==> config.mk <==
export PLATFORM = sky130hd
export DESIGN_NAME = ppdc_top
export DESIGN_NICKNAME = d
export VERILOG_FILES = /design/src/rtl/ppdc_pkg.sv /design/src/rtl/ppdc_top.sv /design/src/rtl/ppdc_pin_drive.sv
export SDC_FILE = /design/constraint.sdc
export NUM_CORES = 1
export LEC_CHECK = 0
export BUFFER_PORTS_ARGS = -buffer_cell sky130_fd_sc_hd__buf_2
export CORE_UTILIZATION = 40
export CTS_CLUSTER_SIZE = 8
export DETAILED_ROUTE_END_ITERATION = 12
export PLACE_DENSITY = 0.62
export RECOVER_POWER = 100
export SYNTH_ARGS = -nofsm -noshare
export SYNTH_HDL_FRONTEND = slang
export SYNTH_SLANG_ARGS = --single-unit
==> constraint.sdc <==
create_clock -name clk_i -period 2.5 [get_ports clk_i]
set_clock_uncertainty 0.15 [all_clocks]
set_input_delay 0.25 -clock clk_i [delete_from_list [all_inputs] [get_ports clk_i]]
set_output_delay 0.25 -clock clk_i [all_outputs]
set_load 0.05 [all_outputs]
==> src/rtl/ppdc_pkg.sv <==
package ppdc_pkg;

  // ------------------------------------------------------------------
  // Port geometry and bus
  // ------------------------------------------------------------------
  localparam int PPDC_PINS     = 8;
  localparam int PPDC_OE_LINES = 16;
  localparam int PPDC_OESEL_W  = 4;
  localparam int PPDC_AW       = 8;
  localparam int PPDC_DW       = 32;

  // ------------------------------------------------------------------
  // Register byte offsets
  // ------------------------------------------------------------------
  localparam logic [7:0] PPDC_OFF_DATA    = 8'h00;
  localparam logic [7:0] PPDC_OFF_PSTATE  = 8'h04;
  localparam logic [7:0] PPDC_OFF_DM0     = 8'h08;
  localparam logic [7:0] PPDC_OFF_DM1     = 8'h0c;
  localparam logic [7:0] PPDC_OFF_DM2     = 8'h10;
  localparam logic [7:0] PPDC_OFF_BYP     = 8'h14;
  localparam logic [7:0] PPDC_OFF_BIE     = 8'h18;
  localparam logic [7:0] PPDC_OFF_SLW     = 8'h1c;
  localparam logic [7:0] PPDC_OFF_REGOUT  = 8'h20;
  localparam logic [7:0] PPDC_OFF_INTRISE = 8'h24;
  localparam logic [7:0] PPDC_OFF_INTFALL = 8'h28;
  localparam logic [7:0] PPDC_OFF_INTSTAT = 8'h2c;
  localparam logic [7:0] PPDC_OFF_OESEL   = 8'h30;
  localparam logic [2:0] PPDC_PIN_PAGE    = 3'h2;

  // ------------------------------------------------------------------
  // Pin-form register field positions
  // ------------------------------------------------------------------
  localparam int PPDC_PF_DR  = 0;
  localparam int PPDC_PF_DM  = 1;
  localparam int PPDC_PF_BYP = 4;
  localparam int PPDC_PF_BIE = 5;
  localparam int PPDC_PF_SLW = 6;
  localparam int PPDC_PF_REG = 7;

  // ------------------------------------------------------------------
  // Reset values
  // ------------------------------------------------------------------
  localparam logic [7:0]  PPDC_RST_BYTE  = 8'h00;
  localparam logic [7:0]  PPDC_RST_DM    = 8'h00;
  localparam logic [31:0] PPDC_RST_OESEL = 32'h0000_0000;

  // ------------------------------------------------------------------
  // Drive modes
  // ------------------------------------------------------------------
  typedef enum logic [2:0] {
    PPDC_HIZ_ANALOG  = 3'b000,
    PPDC_HIZ_DIGITAL = 3'b001,
    PPDC_RES_UP      = 3'b010,
    PPDC_RES_DOWN    = 3'b011,
    PPDC_OD_LOW      = 3'b100,
    PPDC_OD_HIGH     = 3'b101,
    PPDC_STRONG      = 3'b110,
    PPDC_RES_BOTH    = 3'b111
  } ppdc_mode_t;

  // True for the three modes that place a resistor in series.
  function automatic logic ppdc_is_resistive(input logic [2:0] mode);
    return (mode == PPDC_RES_UP) || (mode == PPDC_RES_DOWN) || (mode == PPDC_RES_BOTH);
  endfunction

endpackage

==> src/rtl/ppdc_top.sv <==
// Contract
// [RL1] Each pin has a three-bit drive mode field.
// [RL2] Modes 0 and 1 never drive the pin.
// [RL3] Modes 2 and 3: resistive half, strong half.
// [RL4] Mode 4 drives low, releases high.
// [RL5] Mode 5 drives high, releases low.
// [RL6] Mode 6 drives strongly both ways.
// [RL7] Mode 7 pulls up or down always.
// [RL8] No resistors on regulated special pins.
// [RL9] Output data from register or bypass signal.
// [RL10] Pin state read apart from data write.
// [RL11] Rising, falling or both edge interrupts.
// [RL12] One interrupt vector for this port.
// [RL13] Programmable reset drive state per port.
// [RL14] Settings reachable per port and per pin. Edge enables and output-enable line selects are written in port form only.
// [RL15] Processor, DMA and peripherals use pins.
// [RL16] Slow slew option for digital drive.
// [RL17] Transceiver pins push-pull only, interrupts kept.
// [RL18] Analog mode disables the digital input.
// [RL19] Routed output enable toggles bidirectional pins.
// [RL20] Decode mode and data to pad controls.
`timescale 1ns/1ns
module ppdc_top
  import ppdc_pkg::*;
#(
  parameter int         N_PINS      = PPDC_PINS,
  parameter logic [7:0] RESET_DM0   = PPDC_RST_DM,
  parameter logic [7:0] RESET_DM1   = PPDC_RST_DM,
  parameter logic [7:0] RESET_DM2   = PPDC_RST_DM,
  parameter logic [7:0] SPECIAL_MSK = 8'h00,
  parameter logic [7:0] XCVR_MSK    = 8'h00
)(
  input  wire logic                     clk_i,
  input  wire logic                     rst_b_i,
  input  wire logic [PPDC_AW-1:0]       avs_address_i,
  input  wire logic                     avs_read_i,
  input  wire logic                     avs_write_i,
  input  wire logic [PPDC_DW-1:0]       avs_writedata_i,
  output logic      [PPDC_DW-1:0]       avs_readdata_o,
  output logic                          avs_waitrequest_o,
  input  wire logic [N_PINS-1:0]        pad_in_i,
  output logic      [N_PINS-1:0]        pad_out_o,
  output logic      [N_PINS-1:0]        pad_oe_o,
  output logic      [N_PINS-1:0]        pad_pull_up_o,
  output logic      [N_PINS-1:0]        pad_pull_dn_o,
  output logic      [N_PINS-1:0]        pad_slow_o,
  input  wire logic [N_PINS-1:0]        dsi_out_i,
  input  wire logic [PPDC_OE_LINES-1:0] oe_bus_i,
  output logic      [N_PINS-1:0]        dsi_in_o,
  output logic                          irq_o
);

  // ------------------------------------------------------------------
  // Configuration and state
  // ------------------------------------------------------------------
  logic [7:0]  data_reg;
  logic [7:0]  dm0;
  logic [7:0]  dm1;
  logic [7:0]  dm2;
  logic [7:0]  byp;
  logic [7:0]  bie;
  logic [7:0]  slw;
  logic [7:0]  regout;
  logic [7:0]  int_rise;
  logic [7:0]  int_fall;
  logic [7:0]  int_stat;
  logic [31:0] oesel;
  logic [7:0]  pin_state;
  logic [7:0]  pin_prev;
  logic        ack;

  // ------------------------------------------------------------------
  // Avalon-MM slave handshake
  // ------------------------------------------------------------------
  logic       req;
  logic       wr_go;
  logic       port_wr;
  logic       pin_wr;
  logic [2:0] pin_idx;
  logic [7:0] wbyte;

  // Every access costs one wait cycle, which gives read data a full cycle
  // to settle from a registered mux instead of a long combinational path.
  assign req               = avs_read_i | avs_write_i;
  assign avs_waitrequest_o = req & ~ack;
  assign wr_go             = avs_write_i & ack;
  assign pin_wr            = wr_go && (avs_address_i[7:5] == PPDC_PIN_PAGE);
  assign port_wr           = wr_go && (avs_address_i[7:5] != PPDC_PIN_PAGE);
  assign pin_idx           = avs_address_i[4:2];
  assign wbyte             = avs_writedata_i[7:0];

  // Acknowledge one cycle after a request appears, then drop for a cycle.
  always_ff @(posedge clk_i or negedge rst_b_i) begin
    if (!rst_b_i) begin
      ack <= 1'b0;
    end else begin
      ack <= req & ~ack;
    end
  end

  // ------------------------------------------------------------------
  // Write helper shared by every per-pin field that has a pin form
  // ------------------------------------------------------------------
  // Merges a port-form byte write and a pin-form bit write into one field.
  function automatic logic [7:0] ppdc_merge(input logic [7:0] cur,
                                            input logic [7:0] off,
                                            input int         pos);
    logic [7:0] nv;
    nv = cur;
    if (port_wr && avs_address_i == off) begin
      nv = wbyte;
    end
    if (pin_wr && pin_idx < N_PINS) begin
      nv[pin_idx] = avs_writedata_i[pos];
    end
    return nv;
  endfunction

  // ------------------------------------------------------------------
  // Output data register
  // ------------------------------------------------------------------
  // Writes land here only; the pin state is a separate register.
  always_ff @(posedge clk_i or negedge rst_b_i) begin
    if (!rst_b_i) begin
      data_reg <= PPDC_RST_BYTE;
    end else begin
      data_reg <= ppdc_merge(data_reg, PPDC_OFF_DATA, PPDC_PF_DR); // see [RL10] see [RL14] see [RL15]
    end
  end

  // ------------------------------------------------------------------
  // Drive mode bits
  // ------------------------------------------------------------------
  // Reset values come from parameters so each port has its own state.
  always_ff @(posedge clk_i or negedge rst_b_i) begin
    if (!rst_b_i) begin
      dm0 <= RESET_DM0; // see [RL13]
      dm1 <= RESET_DM1;
      dm2 <= RESET_DM2;
    end else begin
      dm0 <= ppdc_merge(dm0, PPDC_OFF_DM0, PPDC_PF_DM); // see [RL1] see [RL14]
      dm1 <= ppdc_merge(dm1, PPDC_OFF_DM1, PPDC_PF_DM + 1);
      dm2 <= ppdc_merge(dm2, PPDC_OFF_DM2, PPDC_PF_DM + 2);
    end
  end

  // ------------------------------------------------------------------
  // Bypass, bidirectional, slew and regulated-level selects
  // ------------------------------------------------------------------
  // These four fields share one merge helper and one reset value; regout keeps only the bits set in SPECIAL_MSK.
  always_ff @(posedge clk_i or negedge rst_b_i) begin
    if (!rst_b_i) begin
      byp    <= PPDC_RST_BYTE;
      bie    <= PPDC_RST_BYTE;
      slw    <= PPDC_RST_BYTE;
      regout <= PPDC_RST_BYTE;
    end else begin
      byp    <= ppdc_merge(byp, PPDC_OFF_BYP, PPDC_PF_BYP);
      bie    <= ppdc_merge(bie, PPDC_OFF_BIE, PPDC_PF_BIE);
      slw    <= ppdc_merge(slw, PPDC_OFF_SLW, PPDC_PF_SLW);
      regout <= ppdc_merge(regout, PPDC_OFF_REGOUT, PPDC_PF_REG) & SPECIAL_MSK;
    end
  end

  // ------------------------------------------------------------------
  // Interrupt type and output-enable line selection
  // ------------------------------------------------------------------
  // Edge enables and line selects are written in port form only.
  always_ff @(posedge clk_i or negedge rst_b_i) begin
    if (!rst_b_i) begin
      int_rise <= PPDC_RST_BYTE;
      int_fall <= PPDC_RST_BYTE;
      oesel    <= PPDC_RST_OESEL;
    end else if (port_wr) begin
      if (avs_address_i == PPDC_OFF_INTRISE) begin
        int_rise <= wbyte; // see [RL11]
      end
      if (avs_address_i == PPDC_OFF_INTFALL) begin
        int_fall <= wbyte;
      end
      if (avs_address_i == PPDC_OFF_OESEL) begin
        oesel <= avs_writedata_i;
      end
    end
  end

  // ------------------------------------------------------------------
  // Pin state sampling
  // ------------------------------------------------------------------
  logic [7:0] in_en;
  logic [7:0] pad_in8;

  assign pad_in8 = 8'(pad_in_i);

  // Analog pins read as zero so a floating level never looks like data.
  always_ff @(posedge clk_i or negedge rst_b_i) begin
    if (!rst_b_i) begin
      pin_state <= PPDC_RST_BYTE;
      pin_prev  <= PPDC_RST_BYTE;
    end else begin
      pin_state <= pad_in8 & in_en; // see [RL18] see [RL10]
      pin_prev  <= pin_state;
    end
  end

  assign dsi_in_o = pin_state[N_PINS-1:0]; // see [RL15]

  // ------------------------------------------------------------------
  // Edge interrupt status
  // ------------------------------------------------------------------
  logic [7:0] edge_hit;
  logic [7:0] stat_clr;

  // Level detection is left to routed logic; only edges raise status.
  assign edge_hit = (pin_state & ~pin_prev & int_rise) |
                    (~pin_state & pin_prev & int_fall); // see [RL11] see [RL17]
  assign stat_clr = (port_wr && avs_address_i == PPDC_OFF_INTSTAT) ? wbyte : 8'h00;

  // Write one to clear; an edge in the clearing cycle still sets the bit.
  always_ff @(posedge clk_i or negedge rst_b_i) begin
    if (!rst_b_i) begin
      int_stat <= PPDC_RST_BYTE;
    end else begin
      int_stat <= (int_stat & ~stat_clr) | edge_hit;
    end
  end

  // The whole port shares one request line toward the controller.
  always_ff @(posedge clk_i or negedge rst_b_i) begin
    if (!rst_b_i) begin
      irq_o <= 1'b0;
    end else begin
      irq_o <= |((int_stat & ~stat_clr) | edge_hit); // see [RL12]
    end
  end

  // ------------------------------------------------------------------
  // Per-pin drivers
  // ------------------------------------------------------------------
  logic [7:0] out_val;
  logic [7:0] oe_sel;
  logic [7:0] d_hi;
  logic [7:0] d_lo;
  logic [7:0] p_up;
  logic [7:0] p_dn;
  logic [7:0] slow;

  for (genvar g = 0; g < 8; g++) begin : g_pin
    // Bypass hands the pin to the routed peripheral signal.
    assign out_val[g] = (g < N_PINS && byp[g]) ? dsi_out_i[g % N_PINS] : data_reg[g]; // see [RL9]
    assign oe_sel[g]  = oe_bus_i[oesel[g*PPDC_OESEL_W +: PPDC_OESEL_W]]; // see [RL19]

    ppdc_pin_drive u_drv (
      .mode_i     ({dm2[g], dm1[g], dm0[g]}),
      .data_i     (out_val[g]),
      .bie_i      (bie[g]),
      .oe_i       (oe_sel[g]),
      .special_i  (SPECIAL_MSK[g]),
      .regout_i   (regout[g]),
      .xcvr_i     (XCVR_MSK[g]),
      .drive_hi_o (d_hi[g]),
      .drive_lo_o (d_lo[g]),
      .pull_up_o  (p_up[g]),
      .pull_dn_o  (p_dn[g]),
      .in_en_o    (in_en[g])
    );

    // Slow edges apply to drive in modes 4, 5 and 6 only, not to resistive modes; transceiver pins stay fast.
    assign slow[g] = slw[g] & (d_hi[g] | d_lo[g]) & ~XCVR_MSK[g] &
                     ~ppdc_is_resistive({dm2[g], dm1[g], dm0[g]}); // see [RL16]
  end

  // Pad controls are registered so glitches from the decode never reach a pin.
  always_ff @(posedge clk_i or negedge rst_b_i) begin
    if (!rst_b_i) begin
      pad_out_o     <= '0;
      pad_oe_o      <= '0;
      pad_pull_up_o <= '0;
      pad_pull_dn_o <= '0;
      pad_slow_o    <= '0;
    end else begin
      pad_out_o     <= d_hi[N_PINS-1:0]; // see [RL20]
      pad_oe_o      <= d_hi[N_PINS-1:0] | d_lo[N_PINS-1:0];
      pad_pull_up_o <= p_up[N_PINS-1:0];
      pad_pull_dn_o <= p_dn[N_PINS-1:0];
      pad_slow_o    <= slow[N_PINS-1:0];
    end
  end

  // ------------------------------------------------------------------
  // Read data
  // ------------------------------------------------------------------
  logic [31:0] next_rdata;

  // Pin-form words gather the eight most used bits of one pin.
  always_comb begin
    next_rdata = 32'h0000_0000;
    if (avs_address_i[7:5] == PPDC_PIN_PAGE) begin
      if (pin_idx < N_PINS) begin
        next_rdata[PPDC_PF_DR]        = data_reg[pin_idx]; // see [RL14]
        next_rdata[PPDC_PF_DM]        = dm0[pin_idx];
        next_rdata[PPDC_PF_DM + 1]    = dm1[pin_idx];
        next_rdata[PPDC_PF_DM + 2]    = dm2[pin_idx];
        next_rdata[PPDC_PF_BYP]       = byp[pin_idx];
        next_rdata[PPDC_PF_BIE]       = bie[pin_idx];
        next_rdata[PPDC_PF_SLW]       = slw[pin_idx];
        next_rdata[PPDC_PF_REG]       = regout[pin_idx];
      end
    end else begin
      case (avs_address_i)
        PPDC_OFF_DATA:    next_rdata[7:0] = data_reg;
        PPDC_OFF_PSTATE:  next_rdata[7:0] = pin_state; // see [RL10]
        PPDC_OFF_DM0:     next_rdata[7:0] = dm0;
        PPDC_OFF_DM1:     next_rdata[7:0] = dm1;
        PPDC_OFF_DM2:     next_rdata[7:0] = dm2;
        PPDC_OFF_BYP:     next_rdata[7:0] = byp;
        PPDC_OFF_BIE:     next_rdata[7:0] = bie;
        PPDC_OFF_SLW:     next_rdata[7:0] = slw;
        PPDC_OFF_REGOUT:  next_rdata[7:0] = regout;
        PPDC_OFF_INTRISE: next_rdata[7:0] = int_rise;
        PPDC_OFF_INTFALL: next_rdata[7:0] = int_fall;
        PPDC_OFF_INTSTAT: next_rdata[7:0] = int_stat;
        PPDC_OFF_OESEL:   next_rdata      = oesel;
        default:          next_rdata      = 32'h0000_0000;
      endcase
    end
  end

  // Read data is captured in the wait cycle and holds through the answer.
  always_ff @(posedge clk_i or negedge rst_b_i) begin
    if (!rst_b_i) begin
      avs_readdata_o <= 32'h0000_0000;
    end else if (avs_read_i && !ack) begin
      avs_readdata_o <= next_rdata;
    end
  end

endmodule

==> src/rtl/ppdc_pin_drive.sv <==
`timescale 1ns/1ns
module ppdc_pin_drive
  import ppdc_pkg::*;
(
  input  wire logic [2:0] mode_i,
  input  wire logic       data_i,
  input  wire logic       bie_i,
  input  wire logic       oe_i,
  input  wire logic       special_i,
  input  wire logic       regout_i,
  input  wire logic       xcvr_i,
  output logic            drive_hi_o,
  output logic            drive_lo_o,
  output logic            pull_up_o,
  output logic            pull_dn_o,
  output logic            in_en_o
);

  // ------------------------------------------------------------------
  // Effective mode
  // ------------------------------------------------------------------
  logic [2:0] eff;
  logic       no_res;

  // Bidirectional pins fall back to digital high impedance while the routed
  // output enable is low; analog pins are never touched by it.
  always_comb begin
    eff = mode_i;
    if (bie_i && !oe_i && mode_i != PPDC_HIZ_ANALOG) begin
      eff = PPDC_HIZ_DIGITAL; // see [RL19]
    end
    if (xcvr_i && eff != PPDC_HIZ_ANALOG && eff != PPDC_HIZ_DIGITAL) begin
      eff = PPDC_STRONG; // see [RL17]
    end
  end

  // A regulated special pin cannot offer its resistors.
  assign no_res  = special_i & regout_i; // see [RL8]
  assign in_en_o = (mode_i != PPDC_HIZ_ANALOG); // see [RL18]

  // ------------------------------------------------------------------
  // Mode and data decode into the four pad controls
  // ------------------------------------------------------------------
  always_comb begin
    drive_hi_o = 1'b0;
    drive_lo_o = 1'b0;
    pull_up_o  = 1'b0;
    pull_dn_o  = 1'b0;
    case (eff) // see [RL1] see [RL20]
      PPDC_HIZ_ANALOG, PPDC_HIZ_DIGITAL: begin
        drive_hi_o = 1'b0; // see [RL2]
      end
      PPDC_RES_UP: begin
        pull_up_o  = data_i & ~no_res; // see [RL3]
        drive_lo_o = ~data_i;
      end
      PPDC_RES_DOWN: begin
        drive_hi_o = data_i; // see [RL3]
        pull_dn_o  = ~data_i & ~no_res;
      end
      PPDC_OD_LOW: begin
        drive_lo_o = ~data_i; // see [RL4]
      end
      PPDC_OD_HIGH: begin
        drive_hi_o = data_i; // see [RL5]
      end
      PPDC_STRONG: begin
        drive_hi_o = data_i; // see [RL6]
        drive_lo_o = ~data_i;
      end
      PPDC_RES_BOTH: begin
        pull_up_o = data_i & ~no_res; // see [RL7]
        pull_dn_o = ~data_i & ~no_res;
      end
      default: begin
        drive_hi_o = 1'b0;
      end
    endcase
  end

endmodule

==> results.py, run 1 <==
metrics = {
    "global_route": {
        "grt_pass1_vias": 9236,
        "maximum_number_of_pins_on_one_net_before_global_route_repair": 62,
        "grt_first_pass_wirelength_microns": 57100,
        "grt.overflow.total": 0,
        "track_usage_pct": 27.2,
        "antenna_found_initial": 0,
    },
    "timing": {
        "max_slew_violation_total_from_the_final_report": 61,
        "final_critical_path_setup_slack_ns": 0.102,
        "hold_violations": 0,
        "final.period_utilization_pct": 95.9,
        "grt_setup_unrepaired": "no",
        "setup_violations": 0,
        "headroom_to_the_max_slew_limit_pct": -13.8,
        "final_period_minus_worst_setup_slack_ns": 2.40,
        "worst_slew_pin_slew_ns": 1.71,
        "max_clock_freq_ghz": 0.417,
    },
    "layout": {
        "multi_input_logic_area_sq_mm": 0.00548,
        "layout-area-overhead-vs-synth_pct": 25.4,
        "post_route_insts_no_fill": 1561,
        "antenna_diodes": 0,
        "regArea_sq_mm": 0.00506,
        "drive_above_1_share_pct": 26.3,
        "final_util_pct": 51.7,
        "fillers": 2420,
        "final_net_count": 1300,
        "final_cell_area_sq_mm": 0.0136,
        "biggestRegsByFlops": "avs_readdata_o (32), oesel (32)",
    },
    "placed_design": {
        "post-dp-hpwl_microns": 26700,
        "place_area_sq_mm": 0.0126,
        "preCtsSetupSlack_ns": -0.197,
        "port_buffers": 157,
        "place.gp.congestion": 0.993,
        "dp.cells": 1480,
    },
    "logic_synthesis": {
        "synthDominantCellAreaShare_pct": 46.5,
        "synth_most_common_cell": "sky130_fd_sc_hd__dfrtp_1",
        "synthCells": 966,
        "yosys-top-cells-count": "sky130_fd_sc_hd__dfrtp_1, sky130_fd_sc_hd__nor2_1, sky130_fd_sc_hd__nand2_1",
        "synth.top_cells.by_area": "sky130_fd_sc_hd__dfrtp_1, sky130_fd_sc_hd__mux4_2, sky130_fd_sc_hd__mux2i_1",
        "yosys_warnings": 0,
        "ys_async_sr_fraction_pct": 100,
        "ys_seq_area_share_pct": 46.5,
        "netlist_area_sq_mm": 0.0109,
        "ys_ff_latch": 202,
        "yosys_most_used_dff": "sky130_fd_sc_hd__dfrtp_1",
        "synth_fp_nets": 1042,
        "post_synth_edffs": 0,
        "synthDominantAreaCellType": "sky130_fd_sc_hd__dfrtp_1",
        "postSynthAreaPerCell_sq_um": 11.3,
        "yosysUniqueCellTypes": 53,
    },
    "die": {
        "initial_utilization_pct": 41.3,
        "rows": 59,
        "die-width_microns": 167,
        "pin_count": 158,
        "die_area_sq_mm": 0.0279,
        "core_area_sq_mm": 0.0264,
        "fp.dieH_microns": 167,
    },
    "setup_path": {
        "cp_data_arrival_time_ns": 2.65,
        "timing.critical_path.fanout_max": 4,
        "timing.critical_path.mode_cell": "sky130_fd_sc_hd__or4_1",
        "setup.worst_path.start_class": "flip-flop",
        "crit_path_cell_trace": "nand2_1, nor4_4, buf_4, a41oi_2, or4_1, or4_1",
        "worst-path-buf-inv": 1,
        "worstSetupPathType": "reg -> reg",
        "critical_path_required_ns": 2.75,
        "worst_path_max_stage_delay_ns": 0.61,
        "cp-end-kind": "flip-flop",
        "timing.critical_path.max_delay_family": "simple AND/OR/NAND/NOR gates",
        "critPathSlowestCell": "sky130_fd_sc_hd__or4_1",
    },
    "clocking": {
        "clock_tree_from_tritoncts": "yes",
        "clock_root_buffer": "sky130_fd_sc_hd__clkbuf_16",
        "cts_setup_buffers": 0,
        "worst_skew_pair.late_latency_ns": 0.54,
        "clk_pin_slew_ns": 0.05,
        "htree_num_levels": 1,
        "tritoncts_num_sinks": 202,
        "number_of_buffers_between_clock_root_and_the_deepest_sink": 3,
        "numCtsBuffers": 29,
    },
    "routing": {
        "met2WireLength_microns": 17200,
        "drt_drc_violations_left": 0,
        "via_per_inst": 5.84,
        "drt_iter0_drc": 723,
        "detailroute.via_count": 9111,
        "detailed_route_wire_length_per_cell_microns": 24.1,
        "route.layer.met1.wl_microns": 16200,
        "met3_wl_microns": 2750,
        "detailedRoute.firstPassIterationCount": 5,
        "route.antenna.remaining_nets": 0,
        "routed_wirelength_microns": 37600,
        "top_layer": "met4",
    },
    "status": {
        "failing_checks": "max-capacitance violations, max-slew violations",
        "outcome": "complete, but fails checks",
    },
    "power_and_ir_drop": {
        "power.ir.vdd_worst_uv": 492,
        "powerDensity_mw_per_mm2": 667,
        "leakage_nw": 6.35,
    },
    "job": {
        "max-cap-violations": 1,
    },
    "min_path": {
        "holdCritPathClass": "in -> reg",
    },
}
-- logic make-up (layout without fill, tap and decap cells) --
kind of cell           after synthesis  count (layout)  share of synthesized area (%)
multiplexers                       195             195                           25.2
flip-flops                         202             202                           46.5
XOR/XNOR                            25              25                           2.01
AO/OA/AOI/OAI                      174             174                           10.6
buffers and inverters               89             349                           3.19
AND/OR/NAND/NOR                    281             281                           12.5
-- what timing repair did --
action,CTS,global route
resized for setup,0,4
endpoints found under the hold margin,110,0
endpoints found under the setup margin,0,9
hold buffers,48,0
-- tightest hold or removal path, cell delays in order --
cell and delay (ns):
sky130_fd_sc_hd__buf_2 0.09, sky130_fd_sc_hd__mux2i_1 0.15, sky130_fd_sc_hd__nor3b_1 0.19
-- cells in the final DEF (no fill, tap or decap), drive strengths merged, types with 18 or more instances in the layout --
cell           n
a21oi         47
a22o          29
buf          149
clkbuf       145
dfrtp        202
dlygate4sd3   48
mux2          63
mux2i         75
mux4          57
nand2         79
nor2          88
nor3          29
o21ai         32
xor2          18
-- final timing paths --
check | from | to | slack (ns) | cells past startpoint
min in group asynchronous | rst_b_i | pad_pull_up_o[2]$_DFF_PN0_ | 0.55 | 2
max in group asynchronous | rst_b_i | oesel[24]$_DFFE_PN0P_ | 0.40 | 3
hold reg to reg | dsi_in_o[3]$_DFF_PN0_ | pin_prev[3]$_DFF_PN0_ | 0.32 | 0
hold / removal | dsi_out_i[6] | pad_pull_dn_o[6]$_DFF_PN0_ | 0.03 | 3
setup reg to reg | ack$_DFF_PN0_ | irq_o$_DFF_PN0_ | 0.10 | 6
setup / recovery | ack$_DFF_PN0_ | irq_o$_DFF_PN0_ | 0.10 | 6
-- report_power, final --
part           switching (W)  leakage [nW]  internal, W
logic                0.00105          3.26     0.000664
registers           0.000336          2.72      0.00352
clock network        0.00139         0.378      0.00213
total                0.00277          6.35      0.00632
-- metal layers --
layer | vias up | GRT usage [%]
met3 | 73 | 4.87
met4 | 0 | 9.70
met5 | - | 0
li1 | 4067 | -
met1 | 4537 | 37.4
met2 | 434 | 43.1
-- final cells by class --
class	instances	share of cell area, %
clock buffer	31	5.38
multi-input combinational	675	40.2
tap	335	3.07
clock inverter	2	0.284
sequential	202	37.1
timing repair buffer	311	13.8
inverter	5	0.138
-- stage by stage --
| step | hold slack (ns) | total power [W] | TNS, ns |
|---|---|---|---|
| 2_1_floorplan | -0.196 | 0.00487 | 0 |
| 3_3_place_gp | 0.141 | 0.00557 | -0.302 |
| 4_1_cts | 0.0382 | 0.00919 | 0 |
| 3_5_place_dp | 0.143 | 0.00559 | -0.506 |
| 5_1_grt | 0.0654 | 0.00942 | 0 |
| 6_report | 0.0346 | 0.00909 | 0 |
No activity file was read; power rests on OpenSTA's default activity.
==> run 2: changes to the inputs <==
CAP_MARGIN = 0   (was default)
SYNTH_HIERARCHICAL = 1   (was default)
==> results.py, run 2 <==
metrics = {
    "clocking": {
        "number_of_buffers_between_clock_root_and_the_deepest_sink": 3,
        "tritoncts_num_sinks": 202,
        "htree_num_levels": 1,
        "numCtsBuffers": 29,
        "clk_pin_slew_ns": 0.05,
        "clock_tree_from_tritoncts": "yes",
        "worst_skew_pair.late_latency_ns": 0.55,
        "clock_root_buffer": "sky130_fd_sc_hd__clkbuf_16",
    },
    "job": {
        "max-cap-violations": 1,
    },
    "min_path": {
        "hold_path_startpoint": "avs_writedata_i[7]",
        "min_delay_path_depth": 3,
        "holdCritPathClass": "in -> reg",
        "whs_endpoint": "int_stat[7]$_DFF_PN0_",
    },
    "placed_design": {
        "place_area_sq_mm": 0.0131,
        "place.gp.congestion": 0.948,
        "post-dp-hpwl_microns": 26600,
        "port_buffers": 157,
    },
    "global_route": {
        "maximum_number_of_pins_on_one_net_before_global_route_repair": 62,
        "antenna_found_initial": 0,
        "grt_first_pass_wirelength_microns": 58300,
        "grt_pass1_vias": 9439,
        "track_usage_pct": 26.9,
        "grt.overflow.total": 0,
    },
    "setup_path": {
        "timing.rr.end": "pad_slow_o[1]$_DFF_PN0_",
        "cp_data_arrival_time_ns": 2.77,
        "timing.critical_path.max_delay_family": "multiplexers",
        "cp.depth": 7,
        "worst-path-buf-inv": 0,
        "critical_path_required_ns": 2.78,
        "rrSetupSlack_ns": 0.01,
        "crit_path_cell_trace": "mux4_2, mux4_2, nand2b_4, nand2_4, a221oi_2, or2_4, and3_4",
        "critPathSlowestCell": "sky130_fd_sc_hd__mux4_2",
        "setup.worst_path.start_class": "flip-flop",
        "worstSetupPathType": "reg -> reg",
        "timing.critical_path.fanout_max": 5,
        "worst_path_max_stage_delay_ns": 0.53,
        "cp-end-kind": "flip-flop",
        "timing.critical_path.mode_cell": "sky130_fd_sc_hd__mux4_2",
        "critical_path.startpoint": "oesel[4]$_DFFE_PN0P_",
        "reg2regPathDepth": 7,
        "timing.rr.start": "oesel[4]$_DFFE_PN0P_",
    },
    "layout": {
        "biggestRegsByFlops": "avs_readdata_o (32), oesel (32)",
        "regArea_sq_mm": 0.00506,
        "fillers": 2600,
        "final_net_count": 1359,
        "drive_above_1_share_pct": 31.9,
        "layout-area-overhead-vs-synth_pct": 26.1,
        "multi_input_logic_area_sq_mm": 0.00599,
        "final_cell_area_sq_mm": 0.0142,
        "most_frequent_standard_cell_in_the_layout_excluding_fill_and_tap_cells": "sky130_fd_sc_hd__dfrtp_1",
        "antenna_diodes": 0,
        "top_library_cells_by_usage_in_the_layout_fill_and_taps_aside": "sky130_fd_sc_hd__dfrtp_1, sky130_fd_sc_hd__clkbuf_1, sky130_fd_sc_hd__mux2_2",
        "final_util_pct": 51.2,
    },
    "routing": {
        "detailroute.via_count": 9386,
        "route.antenna.remaining_nets": 0,
        "detailedRoute.firstPassIterationCount": 5,
        "drt_iter0_drc": 780,
        "via_per_inst": 5.65,
        "drt_drc_violations_left": 0,
        "detailed_route_wire_length_per_cell_microns": 22.8,
        "routed_wirelength_microns": 37900,
    },
    "logic_synthesis": {
        "synth_most_common_cell": "sky130_fd_sc_hd__dfrtp_1",
        "synth-compound-area-share_pct": 12.8,
        "synthCells": 988,
        "yosys_warnings": 6,
        "yosys-top-cells-count": "sky130_fd_sc_hd__dfrtp_1, sky130_fd_sc_hd__mux2_2, sky130_fd_sc_hd__nand2_1",
        "yosys_most_used_dff": "sky130_fd_sc_hd__dfrtp_1",
        "post_synth_mux_area_share_pct": 23.8,
        "postSynthAreaPerCell_sq_um": 11.4,
        "post_synth_edffs": 0,
        "ys_seq_area_share_pct": 44.8,
        "synth.top_cells.by_area": "sky130_fd_sc_hd__dfrtp_1, sky130_fd_sc_hd__mux4_2, sky130_fd_sc_hd__mux2_2",
        "simple_gate_share_of_the_synthesized_area_pct": 13.5,
        "ys_async_sr_fraction_pct": 100,
        "netlist_area_sq_mm": 0.0113,
        "dominant_combinational_cell_family_by_area_after_synthesis": "multiplexers",
        "ys_ff_latch": 202,
        "yosysUniqueCellTypes": 60,
        "synthDominantCellAreaShare_pct": 44.8,
        "synth_xor_xnor_area_share_pct": 0.699,
        "synthAdderAreaFrac_pct": 0,
        "synthDominantAreaCellType": "sky130_fd_sc_hd__dfrtp_1",
    },
    "power_and_ir_drop": {
        "power.ir.vdd_worst_uv": 507,
        "powerDensity_mw_per_mm2": 652,
        "leakage_nw": 6.69,
    },
    "die": {
        "fp.dieH_microns": 170,
        "die-width_microns": 170,
        "initial_utilization_pct": 40.6,
        "pin_count": 158,
        "die_area_sq_mm": 0.0289,
        "rows": 61,
        "core_area_sq_mm": 0.0278,
    },
    "status": {
        "outcome": "complete, but fails checks",
        "failing_checks": "max-capacitance violations, max-slew violations",
    },
    "timing": {
        "max_slew_violation_total_from_the_final_report": 61,
        "final_period_minus_worst_setup_slack_ns": 2.49,
        "hold_violations": 0,
        "final.period_utilization_pct": 99.6,
        "headroom_to_the_max_slew_limit_pct": -8.78,
        "grt_setup_unrepaired": "yes",
        "max_clock_freq_ghz": 0.402,
        "setup_violations": 0,
        "worst_slew_pin_slew_ns": 1.63,
        "final.hold.worst_slack_ns": 0.0219,
    },
}
-- run 2: cell count changes after synthesis, moves of 10 or more --
cell and change:
sky130_fd_sc_hd__o21ai_1 +10, sky130_fd_sc_hd__mux2_2 +18, sky130_fd_sc_hd__clkbuf_1 -27, sky130_fd_sc_hd__buf_2 +17
sky130_fd_sc_hd__nor2_1 -43, sky130_fd_sc_hd__buf_1 -17, sky130_fd_sc_hd__inv_1 +29, sky130_fd_sc_hd__and3_1 +16
sky130_fd_sc_hd__nor3_1 -27, sky130_fd_sc_hd__o21ai_0 +23
-- run 2: logic make-up (layout without fill, tap and decap cells) --
| logic type | count (synthesis) | count (layout) |
|---|---|---|
| other | 1 | 40 |
| multiplexers | 196 | 196 |
| AO/OA/AOI/OAI | 207 | 207 |
| XOR/XNOR | 9 | 9 |
| flip-flops | 202 | 202 |
| buffers and inverters | 109 | 366 |
| AND/OR/NAND/NOR | 264 | 264 |
-- run 2: worst max path at each step --
stage	endpoint	slack (ns)
2_1_floorplan	pad_slow_o[4]$_DFF_PN0_	0.05
3_3_place_gp	pad_slow_o[5]$_DFF_PN0_	-0.12
3_5_place_dp	pad_slow_o[1]$_DFF_PN0_	-0.19
4_1_cts	pad_slow_o[1]$_DFF_PN0_	0.0006
5_1_grt	pad_slow_o[3]$_DFF_PN0_	-0.06
6_report	pad_slow_o[1]$_DFF_PN0_	0.01
-- run 2: routing by layer --
metal / GRT usage (%) / vias up / share of wire (%)
li1: - / 4209 / -
met1: 37.3 / 4669 / 44
met2: 42.6 / 433 / 46
met3: 4.91 / 75 / 7.2
met4: 8.62 / 0 / 3.0
met5: 0 / - / 0
-- run 2: layout make-up --
type / count / share of cell area [%]
clock inverter: 2 / 0.114
timing repair buffer: 292 / 12.6
clock buffer: 30 / 5.13
sequential: 202 / 35.6
tap: 378 / 3.33
multi-input combinational: 716 / 42.1
inverter: 42 / 1.11
-- run 2: metrics by stage --
| step | cells | power (W) | worst slack (ns) | TNS [ns] |
|---|---|---|---|---|
| 2_1_floorplan | 1027 | 0.00502 | 0.0451 | 0 |
| 3_3_place_gp | 1589 | 0.00576 | -0.122 | -0.809 |
| 3_5_place_dp | 1589 | 0.00578 | -0.192 | -1.34 |
| 4_1_cts | 1658 | 0.00933 | 0.000550 | 0 |
| 5_1_grt | 1662 | 0.00966 | -0.0611 | -0.345 |
| 6_report | 1662 | 0.00926 | 0.0107 | 0 |
-- run 2: worst min-delay path, cell delays in order --
cell	delay [ns]
sky130_fd_sc_hd__buf_2	0.19
sky130_fd_sc_hd__nand4_1	0.10
sky130_fd_sc_hd__a21o_1	0.13
-- run 2: what timing repair did --
action                                  in CTS  in global routing
pin swaps                                    0                 14
setup buffers                                0                  4
hold buffers                                37                  0
gates resized for setup                     29                 19
endpoints found under the setup margin      11                 11
cloned                                       0                  0
hold endpoints to repair                   128                  0
-- run 2: report_power, final --
part           leakage (nW)  switching, W  internal, W
logic                  3.58       0.00113     0.000769
registers              2.74      0.000387      0.00355
clock network         0.363       0.00140      0.00202
==> run 3: changes to the inputs <==
ABC_AREA = 1   (was default)
CORE_UTILIZATION = 25   (was 40)
PLACE_DENSITY = 0.46   (was 0.62)
clock period = 2.01 ns   (was 2.5 ns; I/O delays follow)
==> results.py, run 3 <==
metrics = {
    "power_and_ir_drop": {
        "power.ir.vdd_worst_uv": 606,
        "internal-power_w": 0.00858,
        "power.share.combinational_pct": 26.0,
        "switching_share_pct": 35.3,
        "power.net_switching_w": 0.00467,
        "leakage_nw": 8.51,
        "p_clk_share_pct": 36.5,
        "powerDensity_mw_per_mm2": 768,
        "seq_power_share_pct": 37.5,
    },
    "layout": {
        "top_library_cells_by_usage_in_the_layout_fill_and_taps_aside": "sky130_fd_sc_hd__nand2_1, sky130_fd_sc_hd__buf_4, sky130_fd_sc_hd__dfrtp_1",
        "fillers": 4874,
        "most_frequent_standard_cell_in_the_layout_excluding_fill_and_tap_cells": "sky130_fd_sc_hd__nand2_1",
        "biggestRegsByFlops": "avs_readdata_o (32), oesel (32)",
        "multi_input_logic_area_sq_mm": 0.00641,
        "regArea_sq_mm": 0.00507,
        "drive_above_1_share_pct": 29.2,
        "layout-area-overhead-vs-synth_pct": 47.4,
        "final_net_count": 2192,
        "antenna_diodes": 0,
        "post_route_insts_no_fill": 2722,
    },
    "setup_path": {
        "setup.worst_path.start_class": "flip-flop",
        "cp_data_arrival_time_ns": 2.69,
        "rrSetupSlack_ns": -0.34,
        "setup.worst_path.end": "pad_slow_o[3]$_DFF_PN0_",
        "worst_path_max_stage_delay_ns": 0.42,
        "critical_path.startpoint": "oesel[12]$_DFFE_PN0P_",
        "timing.rr.start": "oesel[12]$_DFFE_PN0P_",
        "crit_path_cell_trace": "buf_6, a21oi_2, o21ai_1, o21ai_1, o221ai_2, nand2_2, inv_4, buf_6, a21oi_4, nand4_1, nand2_1, nand2_2, nor2_4, nor2_4, nor3_2",
        "worstSetupPathType": "reg -> reg",
        "timing.rr.end": "pad_slow_o[3]$_DFF_PN0_",
        "critPathSlowestCell": "sky130_fd_sc_hd__dfrtp_2",
        "critical_path_required_ns": 2.36,
        "reg2regPathDepth": 15,
        "cp-end-kind": "flip-flop",
        "timing.critical_path.fanout_max": 4,
    },
    "global_route": {
        "maximum_number_of_pins_on_one_net_before_global_route_repair": 49,
        "track_usage_pct": 21.3,
        "grt.overflow.total": 0,
        "grt_pass1_vias": 12800,
        "antenna_found_initial": 0,
        "grt_first_pass_wirelength_microns": 77200,
    },
    "timing": {
        "setup_violations": 120,
        "final_period_minus_worst_setup_slack_ns": 2.35,
        "hold_violations": 0,
        "worst_slew_pin_slew_ns": 1.37,
        "max_slew_violation_total_from_the_final_report": 0,
        "headroom_to_the_max_slew_limit_pct": 8.96,
        "grt_setup_unrepaired": "yes",
        "final.period_utilization_pct": 117,
        "final_critical_path_setup_slack_ns": -0.336,
        "max_clock_freq_ghz": 0.426,
    },
    "clocking": {
        "htree_num_levels": 1,
        "worst_skew_pair.late_latency_ns": 0.58,
        "clock_tree_from_tritoncts": "yes",
        "tritoncts_num_sinks": 202,
        "number_of_buffers_between_clock_root_and_the_deepest_sink": 3,
        "clk_pin_slew_ns": 0.05,
        "numCtsBuffers": 30,
        "clock_root_buffer": "sky130_fd_sc_hd__clkbuf_16",
    },
    "job": {
        "max-cap-violations": 0,
    },
    "die": {
        "rows": 78,
        "initial_utilization_pct": 25.6,
        "fp.dieH_microns": 218,
        "core_area_sq_mm": 0.0458,
        "pin_count": 158,
        "die-width_microns": 218,
        "die_area_sq_mm": 0.0477,
    },
    "status": {
        "failing_checks": "negative setup slack",
        "outcome": "complete, but fails checks",
    },
    "logic_synthesis": {
        "postSynthAreaPerCell_sq_um": 7.16,
        "ys_ff_latch": 202,
        "synth_most_common_cell": "sky130_fd_sc_hd__nand2_1",
        "ys_async_sr_fraction_pct": 100,
        "yosys_warnings": 6,
        "synthDominantAreaCellType": "sky130_fd_sc_hd__dfrtp_1",
        "yosys_most_used_dff": "sky130_fd_sc_hd__dfrtp_1",
        "post_synth_edffs": 0,
        "netlist_area_sq_mm": 0.0117,
        "synthCells": 1633,
        "synth.top_cells.by_area": "sky130_fd_sc_hd__dfrtp_1, sky130_fd_sc_hd__nand2_1, sky130_fd_sc_hd__o21ai_0",
        "yosysUniqueCellTypes": 36,
        "ys_seq_area_share_pct": 43.2,
        "yosys-top-cells-count": "sky130_fd_sc_hd__nand2_1, sky130_fd_sc_hd__dfrtp_1, sky130_fd_sc_hd__o21ai_0",
        "synthDominantCellAreaShare_pct": 43.2,
    },
    "routing": {
        "drt_iter0_drc": 1049,
        "detailed_route_wire_length_per_cell_microns": 18.9,
        "detailedRoute.firstPassIterationCount": 5,
        "drt_drc_violations_left": 0,
        "via_per_inst": 4.81,
        "route.antenna.remaining_nets": 0,
        "routed_wirelength_microns": 51500,
        "detailroute.via_count": 13100,
    },
    "placed_design": {
        "place.gp.congestion": 0.938,
        "preCtsSetupSlack_ns": -0.572,
        "port_buffers": 157,
        "dp.cells": 2598,
        "post-dp-hpwl_microns": 37400,
    },
    "min_path": {
        "holdCritPathClass": "in -> reg",
        "hold_path_startpoint": "avs_address_i[6]",
    },
}
-- run 3: per-layer routing --
metal	routed length [microns]	vias up	global-route usage [%]	share of wire (%)
li1	-	6297	-	-
met1	23100	6318	28.8	45
met2	23800	384	34.5	46
met3	3000	95	3.30	5.8
met4	1620	0	7.13	3.1
met5	0	-	0	0
-- run 3: cells by family (layout without fill, tap and decap cells) --
| kind of cell | after synthesis | in the layout | synth area share, % |
|---|---|---|---|
| other | 1 | 40 | 0.0321 |
| AOI/OAI and AO/OA | 391 | 391 | 18.2 |
| DFF | 202 | 202 | 43.2 |
| buffers and inverters | 250 | 700 | 8.63 |
| and+or+nand+nor | 780 | 780 | 29.0 |
| muxes | 9 | 9 | 0.866 |
-- run 3: layout make-up --
type,count,share of cell area [%]
clock inverters,2,0.203
clock buffers,36,4.72
multi-input cells,1220,37.2
well taps,600,4.35
flip-flops and latches,202,29.4
inverters,188,4.18
repair buffers,474,19.9
-- run 3: repair_timing --
action / CTS / global route
gates resized for setup: 196 / 79
pin swaps: 85 / 73
gates cloned: 0 / 0
endpoints found under the hold margin: 294 / 0
hold buffers: 51 / 0
setup endpoints to repair: 40 / 52
buffers inserted: 42 / 16
-- run 3: worst min-delay path by stage --
| stage | to | cells past startpoint |
|---|---|---|
| floorplan | ack$_DFF_PN0_ | 0 |
| global placement | pad_pull_dn_o[2]$_DFF_PN0_ | 1 |
| detailed placement | pad_pull_dn_o[2]$_DFF_PN0_ | 1 |
| CTS | pad_pull_dn_o[2]$_DFF_PN0_ | 2 |
| global route | data_reg[4]$_DFF_PN0_ | 5 |
| finish | int_stat[1]$_DFF_PN0_ | 7 |
-- run 3: critical path: cells and delay by family, from the launching register on --
| family | cells | cell delay, ns |
|---|---|---|
| and+or+nand+nor | 7 | 0.78 |
| DFF | 1 | 0.42 |
| AOI/OAI and AO/OA | 5 | 0.59 |
| buffers and inverters | 3 | 0.31 |
-- run 3: per-stage QoR --
step / total power (W) / area, sq um / setup TNS (ns) / hold slack (ns) / utilization [%]
floorplan: 0.00669 / 12000 / -0.0496 / -0.245 / -
global placement: 0.00809 / 15100 / -12.70 / 0.0136 / 32.9
detailed placement: 0.00810 / 15100 / -13.43 / 0.0141 / 32.9
CTS: 0.0133 / 17100 / -6.06 / 0.00199 / 37.5
global route: 0.0139 / 17200 / -25.48 / 0.180 / 37.7
finish: 0.0132 / 17200 / -14.61 / 0.123 / 37.7
-- run 3: power groups by stage --
stage | Combinational, W | Sequential [W] | Clock [W]
after global placement | 0.00307 | 0.00502 | 0
after floorplan | 0.00128 | 0.00541 | 0
after global routing | 0.00374 | 0.00502 | 0.00511
after CTS | 0.00340 | 0.00497 | 0.00497
final | 0.00344 | 0.00497 | 0.00484
after detailed placement | 0.00309 | 0.00502 | 0
